## src/verilog/hb16_fifo_pkg.sv

```systemverilog
package hb16_fifo_pkg;

  // ****************************************************************
  // Mode selection
  // ****************************************************************
  localparam logic [3:0] PORT_MODE_HOSTBUS16 = 4'h3;
  localparam logic [3:0] HB16_MODE_FIFO      = 4'h3;

  // ****************************************************************
  // Data path and timing
  // ****************************************************************
  localparam int          DATA_W        = 16;
  localparam int          STROBE_NS     = 20;
  localparam int          CLK_PERIOD_NS = 10;
  localparam int          STROBE_CYC_I  = (STROBE_NS + CLK_PERIOD_NS - 1) / CLK_PERIOD_NS;
  localparam logic [1:0]  STROBE_LAST   = 2'(STROBE_CYC_I - 1);
  localparam logic [1:0]  CNT_ZERO      = 2'h0;
  localparam logic [15:0] DATA_ZERO     = 16'h0000;

  typedef enum logic [1:0] {
    ST_IDLE   = 2'b00,
    ST_WAIT   = 2'b01,
    ST_STROBE = 2'b10,
    ST_END    = 2'b11
  } port_state_e;

  typedef struct packed {
    logic        write;
    logic [15:0] wdata;
  } xfer_req_s;

  typedef struct packed {
    port_state_e st;
    logic        write;
    logic [15:0] wdata;
    logic [15:0] rdata;
    logic [1:0]  cnt;
    logic        rsp_valid;
    logic        data_oe;
    logic        rd_n;
    logic        wr_n;
  } port_regs_s;

  localparam port_regs_s REGS_RESET = '{
    st:        ST_IDLE,
    write:     1'b0,
    wdata:     DATA_ZERO,
    rdata:     DATA_ZERO,
    cnt:       CNT_ZERO,
    rsp_valid: 1'b0,
    data_oe:   1'b0,
    rd_n:      1'b1,
    wr_n:      1'b1
  };

endpackage

```

## src/verilog/host_bus16_fifo_port.sv

```systemverilog
`timescale 1ns/100ps
// Notes on behaviour
// - FIFO submode active only when both mode fields equal 0x3.
// - Each transfer moves one 16-bit word over the data pins.
// - No address latch strobe and no address pins; data phase only.
// - Full and empty inputs are optional; disabled ones never pace transfers.
// - Data side of host-bus access, with pacing by the external flags.
// - A flag-held access stalls and blocks every other queued access.
module host_bus16_fifo_port
  import hb16_fifo_pkg::*;
(
  input  wire logic        ref_clk,
  input  wire logic        rst_n,
  input  wire logic [3:0]  port_mode_sel,
  input  wire logic [3:0]  hb16_mode_sel,
  input  wire logic        full_flag_en,
  input  wire logic        empty_flag_en,
  input  wire logic        req_valid,
  input  wire xfer_req_s   req,
  output logic             req_ready,
  output logic             rsp_valid,
  output logic [15:0]      rsp_rdata,
  output logic [15:0]      data_out,
  output logic             data_oe,
  input  wire logic [15:0] data_in,
  output logic             rd_n,
  output logic             wr_n,
  output logic             addr_latch_en,
  input  wire logic        ext_fifo_full_flag,
  input  wire logic        ext_fifo_empty_flag
);

  // ****************************************************************
  // Mode decode and flag pacing
  // ****************************************************************
  port_regs_s r_r;
  port_regs_s r_nxt;
  logic       fifo_mode_on;

  assign fifo_mode_on = (port_mode_sel == PORT_MODE_HOSTBUS16) && (hb16_mode_sel == HB16_MODE_FIFO);

  // A flag only counts when its enable is set.
  function automatic logic held_off(input logic write, input logic full_en, input logic full,
                                    input logic empty_en, input logic empty);
    held_off = write ? (full_en && full) : (empty_en && empty);
  endfunction

  logic pending_held;
  logic new_held;
  assign pending_held = held_off(r_r.write, full_flag_en, ext_fifo_full_flag,
                                 empty_flag_en, ext_fifo_empty_flag);
  assign new_held     = held_off(req.write, full_flag_en, ext_fifo_full_flag,
                                 empty_flag_en, ext_fifo_empty_flag);

  // Only one access is in flight, so a stalled one blocks all later ones.
  assign req_ready = fifo_mode_on && (r_r.st == ST_IDLE);

  // ****************************************************************
  // Access sequencer
  // ****************************************************************
  always_comb begin
    r_nxt           = r_r;
    r_nxt.rsp_valid = 1'b0;
    unique case (r_r.st)
      ST_IDLE: begin
        if (req_valid && req_ready) begin
          r_nxt.write = req.write;
          r_nxt.wdata = req.wdata;
          if (new_held) begin
            r_nxt.st = ST_WAIT;
          end else begin
            r_nxt.st      = ST_STROBE;
            r_nxt.cnt     = STROBE_LAST;
            r_nxt.data_oe = req.write;
            r_nxt.wr_n    = !req.write;
            r_nxt.rd_n    = req.write;
          end
        end
      end
      ST_WAIT: begin
        if (!pending_held) begin
          r_nxt.st      = ST_STROBE;
          r_nxt.cnt     = STROBE_LAST;
          r_nxt.data_oe = r_r.write;
          r_nxt.wr_n    = !r_r.write;
          r_nxt.rd_n    = r_r.write;
        end
      end
      ST_STROBE: begin
        if (r_r.cnt == CNT_ZERO) begin
          r_nxt.st        = ST_END;
          r_nxt.wr_n      = 1'b1;
          r_nxt.rd_n      = 1'b1;
          r_nxt.rsp_valid = 1'b1;
          if (!r_r.write) begin
            r_nxt.rdata = data_in;
          end
        end else begin
          r_nxt.cnt = r_r.cnt - 2'h1;
        end
      end
      ST_END: begin
        // Data is held one cycle past the rising strobe for hold time.
        r_nxt.data_oe = 1'b0;
        r_nxt.st      = ST_IDLE;
      end
    endcase
  end

  always_ff @(posedge ref_clk or negedge rst_n) begin
    if (!rst_n) begin
      r_r <= REGS_RESET;
    end else begin
      r_r <= r_nxt;
    end
  end

  assign rsp_valid     = r_r.rsp_valid;
  assign rsp_rdata     = r_r.rdata;
  assign data_out      = r_r.wdata;
  assign data_oe       = r_r.data_oe;
  assign rd_n          = r_r.rd_n;
  assign wr_n          = r_r.wr_n;
  assign addr_latch_en = 1'b0;
endmodule

```

## config.mk

```make
export PLATFORM = sky130hd
export DESIGN_NAME = host_bus16_fifo_port
export DESIGN_NICKNAME = d
export VERILOG_FILES = /design/src/verilog/hb16_fifo_pkg.sv /design/src/verilog/host_bus16_fifo_port.sv
export SDC_FILE = /design/constraint.sdc
export NUM_CORES = 1
export LEC_CHECK = 0
export ABC_AREA = 1
export BUFFER_PORTS_ARGS = -buffer_cell sky130_fd_sc_hd__buf_2
export CAP_MARGIN = 25
export CORE_ASPECT_RATIO = 1.2
export CORE_MARGIN = 2
export CORE_UTILIZATION = 45
export DETAILED_ROUTE_END_ITERATION = 12
export GPL_ROUTABILITY_DRIVEN = 1
export PLACE_DENSITY = 0.83
export RECOVER_POWER = 50
export SYNTH_ARGS = -nofsm -noshare
export SYNTH_HDL_FRONTEND = slang
export SYNTH_SLANG_ARGS = --single-unit
```

## constraint.sdc

```tcl
create_clock -name ref_clk -period 3.8 [get_ports ref_clk]
set_input_delay 0.19 -clock ref_clk [delete_from_list [all_inputs] [get_ports ref_clk]]
set_output_delay 0.19 -clock ref_clk [all_outputs]
set_load 0.01 [all_outputs]
```

==> metrics.yaml, run 1 <==
status: "finished with violations"
violations: "capacitance limit, slew limit"
worst_slew_pin_slew_ns: 2.18
cpLargestDelayFamily: "simple AND/OR/NAND/NOR gates"
slew_headroom_pct: -45.1
yosysSeqAreaShare_pct: 46.2
overflow: 0
grt_max_degree: 42
grt_usage_pct: 14.7
cts.repair.resized: 0
max_clock_freq_mhz: 516
yosysTopAreaCell: "dfrtp_1"
finalSetupViolCount: 0
crit_arrival_ns: 2.12
maxCapViolCount: 1
die_w_um: 68.2
worstPathMaxFanout: 20
vias: 1509
dp_hpwl_mm: 3.03
fin_nets: 319
clock_power_share_pct: 32.7
yosys-mux-area-fraction_pct: 18.9
synth_top_area_share_pct: 43.9
cts_tree: "yes"
cts-htree-levels: 2
dieHeight_um: 81.0
clk_path_buf_depth: 2
vdd_ir_drop_max_mv: 0.142
final_cell_mix: "buf_2 (65), dfrtp_1 (39), nand2_1 (38)"
synth_nets: 265
drt_wl_total_mm: 3.89
fin_worst_skew_ns: 0.00728
tns_ns: 0
cp_num_buf_inv: 1
antennaDiodeCount: 0
yosys.area_share.simple_pct: 12.3
period_needed_ns: 1.94
wire_per_inst_um: 11.9
synthAdderAreaFrac_pct: 3.37
core-area_um2: 4830
synthCells: 211
synth_xor_area_share_pct: 0
path_class: "register to register"
cellLeakagePower_nw: 1.38
numCtsBuffers: 5
clkTransAtPathRegs_ns: 0.08
dieArea_um2: 5520
crit_chain: "inv_1 -> ha_1 -> nand3_2 -> mux2_4"
grt_pass1_vias: 1429
hold_viol: 0
min_period_over_period_pct: 51.0
p_int_mw: 0.630
drtAntennaViolNets: 0
num_rows: 28
synthTopCellsByArea: "dfrtp_1 (44%), buf_4 (11%), mux2_4 (11%)"
cts_hold_buf: 0
worst_hold_path_type: "input port to register"
critPathCaptureType: "register"
powerDensity_nw_per_um2: 334
layout-drive-gt1-share_pct: 42.1
ys_ff_latch: 41
drcViolationCount: 0
yosysUniqueCellTypes: 25
cts_num_sinks: 41
grt_pass1_wl_mm: 6.15
avgSynthCellArea_um2: 10.5
net-switching-power_mw: 0.203
crit_required_ns: 3.98
start_util_pct: 46.0
gp_routability_congestion: 0.886
power_mw: 0.834
synth_compound_area_share_pct: 2.31
synth_top_family_by_area: "multiplexers"
drt_pass1_iterations: 4
swShare_pct: 24.4
cp_slowest_stage_delay_ns: 0.53
postLayoutCellArea_um2: 2500
ys_warn_count: 0
pwr-share-seq_pct: 55.8
rsz0062_at_grt: "no"
comb_power_share_pct: 11.5
post_cts_buffers: 0
clock_latency_ns: 0.29
viasPerCell: 4.63
root_buffer: "clkbuf_8"
slowest_stage: "nand3_2"
antenna_found_initial: 0
first_iter_violations: 102
syn_area_um2: 2220
crit_path_start_kind: "register"
area_growth_pct: 12.3
maxSlewViolCount: 42
portBuffers: 84
dpl_cell_area_um2: 2430
final_common_cell: "buf_2"
ioPinCount: 86
## layout make-up
type / instances / area [µm²]
Tap cell: 60 / 75.1
Inverter: 23 / 86.3
Timing Repair Buffer: 84 / 397
Sequential cell: 41 / 1030
Clock inverter: 3 / 17.5
Clock buffer: 5 / 68.8
Fill cell: 453 / 2340
Multi-Input combinational cell: 110 / 825
## cells in the mapped netlist, drive strengths merged
| master | count |
|---|---|
| o21ai | 4 |
| or2 | 1 |
| dfstp | 2 |
| nand2 | 39 |
| o22ai | 1 |
| dfrtp | 39 |
| nor2 | 9 |
| conb | 1 |
| nand4 | 4 |
| clkbuf | 1 |
| nor3 | 1 |
| inv | 23 |
| a21oi | 1 |
| mux2 | 32 |
| buf | 36 |
| nand3 | 8 |
| ha | 6 |
| o31ai | 1 |
| a31oi | 2 |
## power groups by stage
stage / clock network (mW) / logic [mW] / registers, mW
4_1_cts: 0.283 / 0.100 / 0.465
3_5_place_dp: 0 / 0.100 / 0.473
3_3_place_gp: 0 / 0.0969 / 0.472
2_1_floorplan: 0 / 0.0675 / 0.472
5_1_grt: 0.300 / 0.109 / 0.468
6_report: 0.273 / 0.0957 / 0.465
## logic make-up after synthesis
group,after synthesis
AND/OR/NAND/NOR,62
AO/OA/AOI/OAI,9
multiplexers,32
buffers and inverters,60
other,1
adder cells (fa/ha/maj),6
flip-flops,41
## worst reg2reg max path, cell delays in order (launching register included)
cell and delay (ns):
dfrtp_1 0.42, inv_1 0.11, ha_1 0.25, nand3_2 0.53
mux2_4 0.51
## registers in the layout, indices dropped and copies added (netlist names)
name,cells
r_r,5
wr_n,1
rsp_rdata,16
rd_n,1
data_out,16
rsp_valid,1
data_oe,1
## worst paths after layout
kind	from	to	slack (ns)	depth (start not counted)
worst max-delay path	r_r[39]$_DFFE_PN0P_	data_out[6]$_DFFE_PN0P_	1.86	4
worst min-delay path	req[0]	data_out[0]$_DFFE_PN0P_	0.12	2
worst max register to register	r_r[39]$_DFFE_PN0P_	data_out[6]$_DFFE_PN0P_	1.86	4
worst min register to register	rd_n$_DFFE_PN1P_	rd_n$_DFFE_PN1P_	0.48	2
max in group asynchronous	rst_n	rsp_rdata[0]$_DFFE_PN0P_	2.03	1
min in group asynchronous	rst_n	rsp_rdata[7]$_DFFE_PN0P_	0.54	1
## through the flow
step | util [%] | hold slack, ns | setup WS [ns] | std cells
after global placement | 50.4 | 0.351 | 1.96 | 318
after detailed placement | 50.4 | 0.368 | 1.85 | 318
after floorplan | - | -0.106 | 2.29 | 211
after global routing | 51.7 | 0.115 | 1.57 | 326
after CTS | 52.1 | 0.0497 | 1.84 | 326
final | 51.7 | 0.123 | 1.86 | 326
## routing by layer
metal | routed length (µm) | global-route usage [%] | up-vias
met5 | 0 | 0 | -
met4 | 46 | 5.20 | 0
met3 | 257 | 3.88 | 5
met2 | 1820 | 23.8 | 56
met1 | 1770 | 18.7 | 697
li1 | - | - | 751
Power figures use the tool's default switching activity.
==> run 2: changes to the inputs <==
--- a/config.mk
+++ b/config.mk
@@ -10,10 +10,10 @@
 export CAP_MARGIN = 25
 export CORE_ASPECT_RATIO = 1.2
 export CORE_MARGIN = 2
-export CORE_UTILIZATION = 45
+export CORE_UTILIZATION = 44
 export DETAILED_ROUTE_END_ITERATION = 12
 export GPL_ROUTABILITY_DRIVEN = 1
-export PLACE_DENSITY = 0.83
+export PLACE_DENSITY = 0.84
 export RECOVER_POWER = 50
 export SYNTH_ARGS = -nofsm -noshare
 export SYNTH_HDL_FRONTEND = slang
==> constraint.sdc (replaced) <==
create_clock -name ref_clk -period 1.6 [get_ports ref_clk]
set_input_delay 0.08 -clock ref_clk [delete_from_list [all_inputs] [get_ports ref_clk]]
set_output_delay 0.08 -clock ref_clk [all_outputs]
set_load 0.01 [all_outputs]
==> run 2 against run 1 <==
  * The flow now finishes without violations
  * Global-route usage fell by 0.22 points
  * Maximum frequency increased by 28%
  * Cell count increased by 2.1%
  * Clock skew fell by 0.0025 ns
  * Routed wire length grew 7.2%
  * Register-to-register slack lost 1.8 ns
  * Clock power increased by 140%
  * Largest cell class unchanged
==> metrics.yaml, run 2 (synthesis results as in run 1) <==
antennaDiodeCount: 0
power_mw: 1.99
pwr-share-seq_pct: 55.6
wire_per_inst_um: 12.5
num-fill-cells: 461
clkTransAtPathRegs_ns: 0.08
worst_slew_pin_slew_ns: 1.00
gp_routability_congestion: 0.854
comb_power_share_pct: 11.8
slew_headroom_pct: 33.2
crit_arrival_ns: 1.74
clk_path_buf_depth: 2
dpl_cell_area_um2: 2500
period_needed_ns: 1.51
grt_pass1_vias: 1439
cts_num_sinks: 41
area_growth_pct: 16.9
numCtsBuffers: 5
final_cell_mix: "buf_2 (66), dfrtp_1 (39), nand2_1 (38)"
max_clock_freq_mhz: 663
cts_tree: "yes"
critPathCaptureType: "register"
root_buffer: "clkbuf_8"
min_period_over_period_pct: 94.3
worst_hold_path_type: "input port to register"
net-switching-power_mw: 0.485
maxSlewViolCount: 0
cts-htree-levels: 2
crit_required_ns: 1.83
drt_pass1_iterations: 6
cellLeakagePower_nw: 1.42
fin_worst_skew_ns: 0.00474
status: "complete, no violations"
final.setup.worst_slack_ns: 0.0918
grt_max_degree: 42
clock_power_share_pct: 32.6
hold_viol: 0
core-area_um2: 4900
drtAntennaViolNets: 0
portBuffers: 84
dieArea_um2: 5640
maxCapViolCount: 0
powerDensity_nw_per_um2: 763
dieHeight_um: 81.9
worstPathMaxFanout: 5
grt_pass1_wl_mm: 6.09
vias: 1536
tns_ns: 0
dp_slack_ns: 0.0165
viasPerCell: 4.61
p_int_mw: 1.50
layout-drive-gt1-share_pct: 45.4
first_iter_violations: 104
fin_util_pct: 53.0
die_w_um: 68.9
swShare_pct: 24.4
drt_wl_total_mm: 4.16
postLayoutCellArea_um2: 2600
antenna_found_initial: 0
ioPinCount: 86
num_rows: 28
fin_nets: 326
clock_latency_ns: 0.28
slowest_stage: "dfrtp_1"
overflow: 0
drcViolationCount: 0
grt_usage_pct: 14.4
vdd_ir_drop_max_mv: 0.289
dp_hpwl_mm: 3.14
path_class: "register to register"
crit_chain: "buf_4 -> ha_1 -> nand2_1 -> o22ai_4 -> nor2_2 -> nand4_1 -> nand2_1"
cp_slowest_stage_delay_ns: 0.40
start_util_pct: 45.4
finalSetupViolCount: 0
crit_path_frequent_cell: "nand2_1"
final_common_cell: "buf_2"
crit_path_start_kind: "register"
==> run 2: metal layers <==
layer	vias up	global-route usage, %	part of all wire (%)	wire [µm]
met4	0	5.29	0.46	19
met2	55	25.6	50	2100
met3	2	3.84	6.4	268
li1	762	-	-	-
met1	717	16.3	43	1770
met5	-	0	0	0
==> run 2: critical path: cells and delay by family, from the launching register on <==
kind | cells | cell delay [ns]
compound gates | 1 | 0.11
simple gates | 4 | 0.56
buf+inv | 1 | 0.15
fa+ha+maj | 1 | 0.22
flops | 1 | 0.40
==> run 2: final timing paths <==
check / slack, ns / end / startpoint / cells past startpoint
worst min-delay path: 0.02 / rsp_rdata[11]$_DFFE_PN0P_ / data_in[11] / 2
min in group asynchronous: 0.58 / rsp_rdata[5]$_DFFE_PN0P_ / rst_n / 3
worst max register to register: 0.09 / rd_n$_DFFE_PN1P_ / r_r[39]$_DFFE_PN0P_ / 7
max in group asynchronous: 0.40 / data_out[3]$_DFFE_PN0P_ / rst_n / 3
worst max-delay path: 0.09 / rd_n$_DFFE_PN1P_ / r_r[39]$_DFFE_PN0P_ / 7
worst min register to register: 0.47 / wr_n$_DFFE_PN1P_ / wr_n$_DFFE_PN1P_ / 2
==> run 2: power groups by stage <==
stage                     Clock, mW  Combinational (mW)  Sequential (mW)
final                         0.647               0.234             1.10
after global routing          0.727               0.266             1.11
after CTS                     0.681               0.247             1.10
after detailed placement          0               0.244             1.12
after global placement            0               0.236             1.12
after floorplan                   0               0.160             1.12
==> run 2: final cells by class <==
type                            instances  area (µm²)  area share (%)
Sequential cell                        41        1030            39.6
Multi-Input combinational cell        111         868            33.4
Clock inverter                          3        17.5           0.674
Clock buffer                            5        68.8            2.65
Inverter                               23        86.3            3.32
Timing Repair Buffer                   90         455            17.5
Tap cell                               60        75.1            2.89
==> run 2: through the flow <==
step           hold slack (ns)  std cells
5_1_grt                0.00317        333
2_1_floorplan           -0.216        211
4_1_cts                0.00756        332
3_3_place_gp            0.0652        323
3_5_place_dp            0.0726        323
6_report                0.0200        333
==> run 2: timing repair <==
action                                  4_1_cts  5_1_grt
resized for setup                             1        8
buffers inserted                              0        0
endpoints found under the hold margin        41        0
cloned                                        0        1
hold buffers                                  1        0
pin swaps                                     0        1
endpoints found under the setup margin        1       24
==> run 3: changes to the inputs <==
--- a/config.mk
+++ b/config.mk
@@ -8,9 +8,11 @@
 export ABC_AREA = 1
 export BUFFER_PORTS_ARGS = -buffer_cell sky130_fd_sc_hd__buf_2
 export CAP_MARGIN = 25
+export CELL_PAD_IN_SITES_DETAIL_PLACEMENT = 1
+export CELL_PAD_IN_SITES_GLOBAL_PLACEMENT = 1
 export CORE_ASPECT_RATIO = 1.2
 export CORE_MARGIN = 2
-export CORE_UTILIZATION = 44
+export CORE_UTILIZATION = 33
 export DETAILED_ROUTE_END_ITERATION = 12
 export GPL_ROUTABILITY_DRIVEN = 1
 export PLACE_DENSITY = 0.84
==> constraint.sdc (replaced) <==
create_clock -name ref_clk -period 1.6 [get_ports ref_clk]
set_input_delay 0.08 -clock ref_clk [delete_from_list [all_inputs] [get_ports ref_clk]]
set_output_delay 0.08 -clock ref_clk [all_outputs]
set_load 0.005 [all_outputs]
==> run 3 against run 2 <==
  * Combinational power shrank 3%
  * Sequential share of layout area shrank 1.2 points
  * Non-clock buffer count grew 1
  * Worst setup slack gained 0.020 ns
  * Core utilization shrank 12 points
  * Routed wire length grew 18%
  * Sequential power is essentially flat
  * Cell area grew 3.1%
  * Register-to-register slack gained 0.02 ns
  * Critical path type is now register to output pin
==> metrics.yaml, run 3 (synthesis results as in run 1) <==
clk_path_buf_depth: 2
num_rows: 32
numCtsBuffers: 5
cts_tree: "yes"
rsz0062_at_grt: "yes"
viasPerCell: 4.44
powerDensity_nw_per_um2: 816
gp_routability_congestion: 0.789
finalSetupViolCount: 0
dieHeight_um: 93.9
root_buffer: "clkbuf_8"
cts_num_sinks: 41
core-area_um2: 6490
crit_path_start_kind: "register"
cellLeakagePower_nw: 1.43
dpl_cell_area_um2: 2520
antennaDiodeCount: 0
crit_arrival_ns: 1.41
maxSlewViolCount: 0
start_util_pct: 34.3
clkTransAtPathRegs_ns: 0.08
critPathCaptureType: "output pin"
period_needed_ns: 1.49
grt_max_degree: 30
layout-drive-gt1-share_pct: 47.3
grt_usage_pct: 13.7
top_layer_used: "met4"
postLayoutCellArea_um2: 2680
vias: 1599
dieArea_um2: 7420
min_period_over_period_pct: 93.0
dp_hpwl_mm: 3.70
ioPinCount: 86
drt_pass1_iterations: 4
hold_viol: 0
area_growth_pct: 20.5
antenna_found_initial: 0
min-delay-start: "data_in[3]"
fin_worst_skew_ns: 0.00430
drtAntennaViolNets: 0
vdd_ir_drop_max_mv: 0.349
crit_required_ns: 1.52
grt_pass1_vias: 1719
worstPathMaxFanout: 5
crit_start: "r_r[40]$_DFFE_PN0P_"
clock_latency_ns: 0.29
die_w_um: 79.0
cts-htree-levels: 2
met1_length_mm: 1.97
path_class: "register to output pin"
status: "complete, no violations"
first_iter_violations: 42
wire_per_inst_um: 13.6
max_clock_freq_mhz: 672
slew_headroom_pct: 55.0
final_cell_mix: "buf_2 (65), dfrtp_1 (39), nand2_1 (35)"
grt_pass1_wl_mm: 7.96
drt_wl_total_mm: 4.90
drcViolationCount: 0
route.met3.wl_um: 337
overflow: 0
tns_ns: 0
worst_hold_path_type: "input port to register"
wl_met2_mm: 2.51
worst_slew_pin_slew_ns: 0.675
maxCapViolCount: 0
final_common_cell: "buf_2"
portBuffers: 84
fin_nets: 328
timing.rr.start: "r_r[39]$_DFFE_PN0P_"
run 3: what timing repair did:
action	4_1_cts	5_1_grt
setup endpoints to repair	1	39
hold buffers	1	0
gates resized for setup	0	11
setup buffers	0	1
pin swaps	1	2
endpoints found under the hold margin	25	0
gates cloned	0	2
run 3: power by group:
group | switching (mW) | internal (mW)
clock network | 0.348 | 0.507
logic | 0.105 | 0.121
registers | 0.0240 | 1.08
run 3: through the flow:
stage	std cells	power [mW]	utilization [%]	setup WS [ns]	hold WS, ns
final	360	2.19	41.3	0.112	0.0160
after global routing	360	2.30	41.3	-0.0246	0.00709
after CTS	357	2.23	40.8	0.00492	0.00391
after detailed placement	348	1.35	38.8	0.0136	0.126
after global placement	348	1.34	38.8	0.0300	0.126
after floorplan	211	1.26	-	0.0946	-0.216
run 3: area by class of cell:
| type | instances | area (µm²) |
|---|---|---|
| Clock inverter | 2 | 37.5 |
| Inverter | 23 | 86.3 |
| Fill cell | 762 | 3800 |
| Sequential cell | 41 | 1030 |
| Clock buffer | 6 | 82.6 |
| Multi-Input combinational cell | 112 | 875 |
| Tap cell | 85 | 106 |
| Timing Repair Buffer | 91 | 465 |
run 3: worst paths after layout:
path                                                 end  cells past startpoint  slack [ns]
worst min-delay path            rsp_rdata[3]$_DFFE_PN0P_                      2        0.02
min in group asynchronous       rsp_rdata[4]$_DFFE_PN0P_                      2        0.35
max in group asynchronous        data_out[8]$_DFFE_PN0P_                      3        0.66
worst max register to register          rd_n$_DFFE_PN1P_                      7        0.11
worst min register to register          wr_n$_DFFE_PN1P_                      2        0.47
worst max-delay path                           req_ready                      5        0.11
run 3: metal layers:
layer	vias to the layer above	track usage (%)
li1	769	-
met1	764	15.4
met2	61	24.8
met3	5	3.17
met4	0	5.89
met5	-	0
run 3: critical path, cell delays in order, from the launching register on:
cell	delay (ns)
dfrtp_1	0.43
inv_1	0.10
ha_2	0.23
nand2_1	0.06
nor3_1	0.16
buf_2	0.14
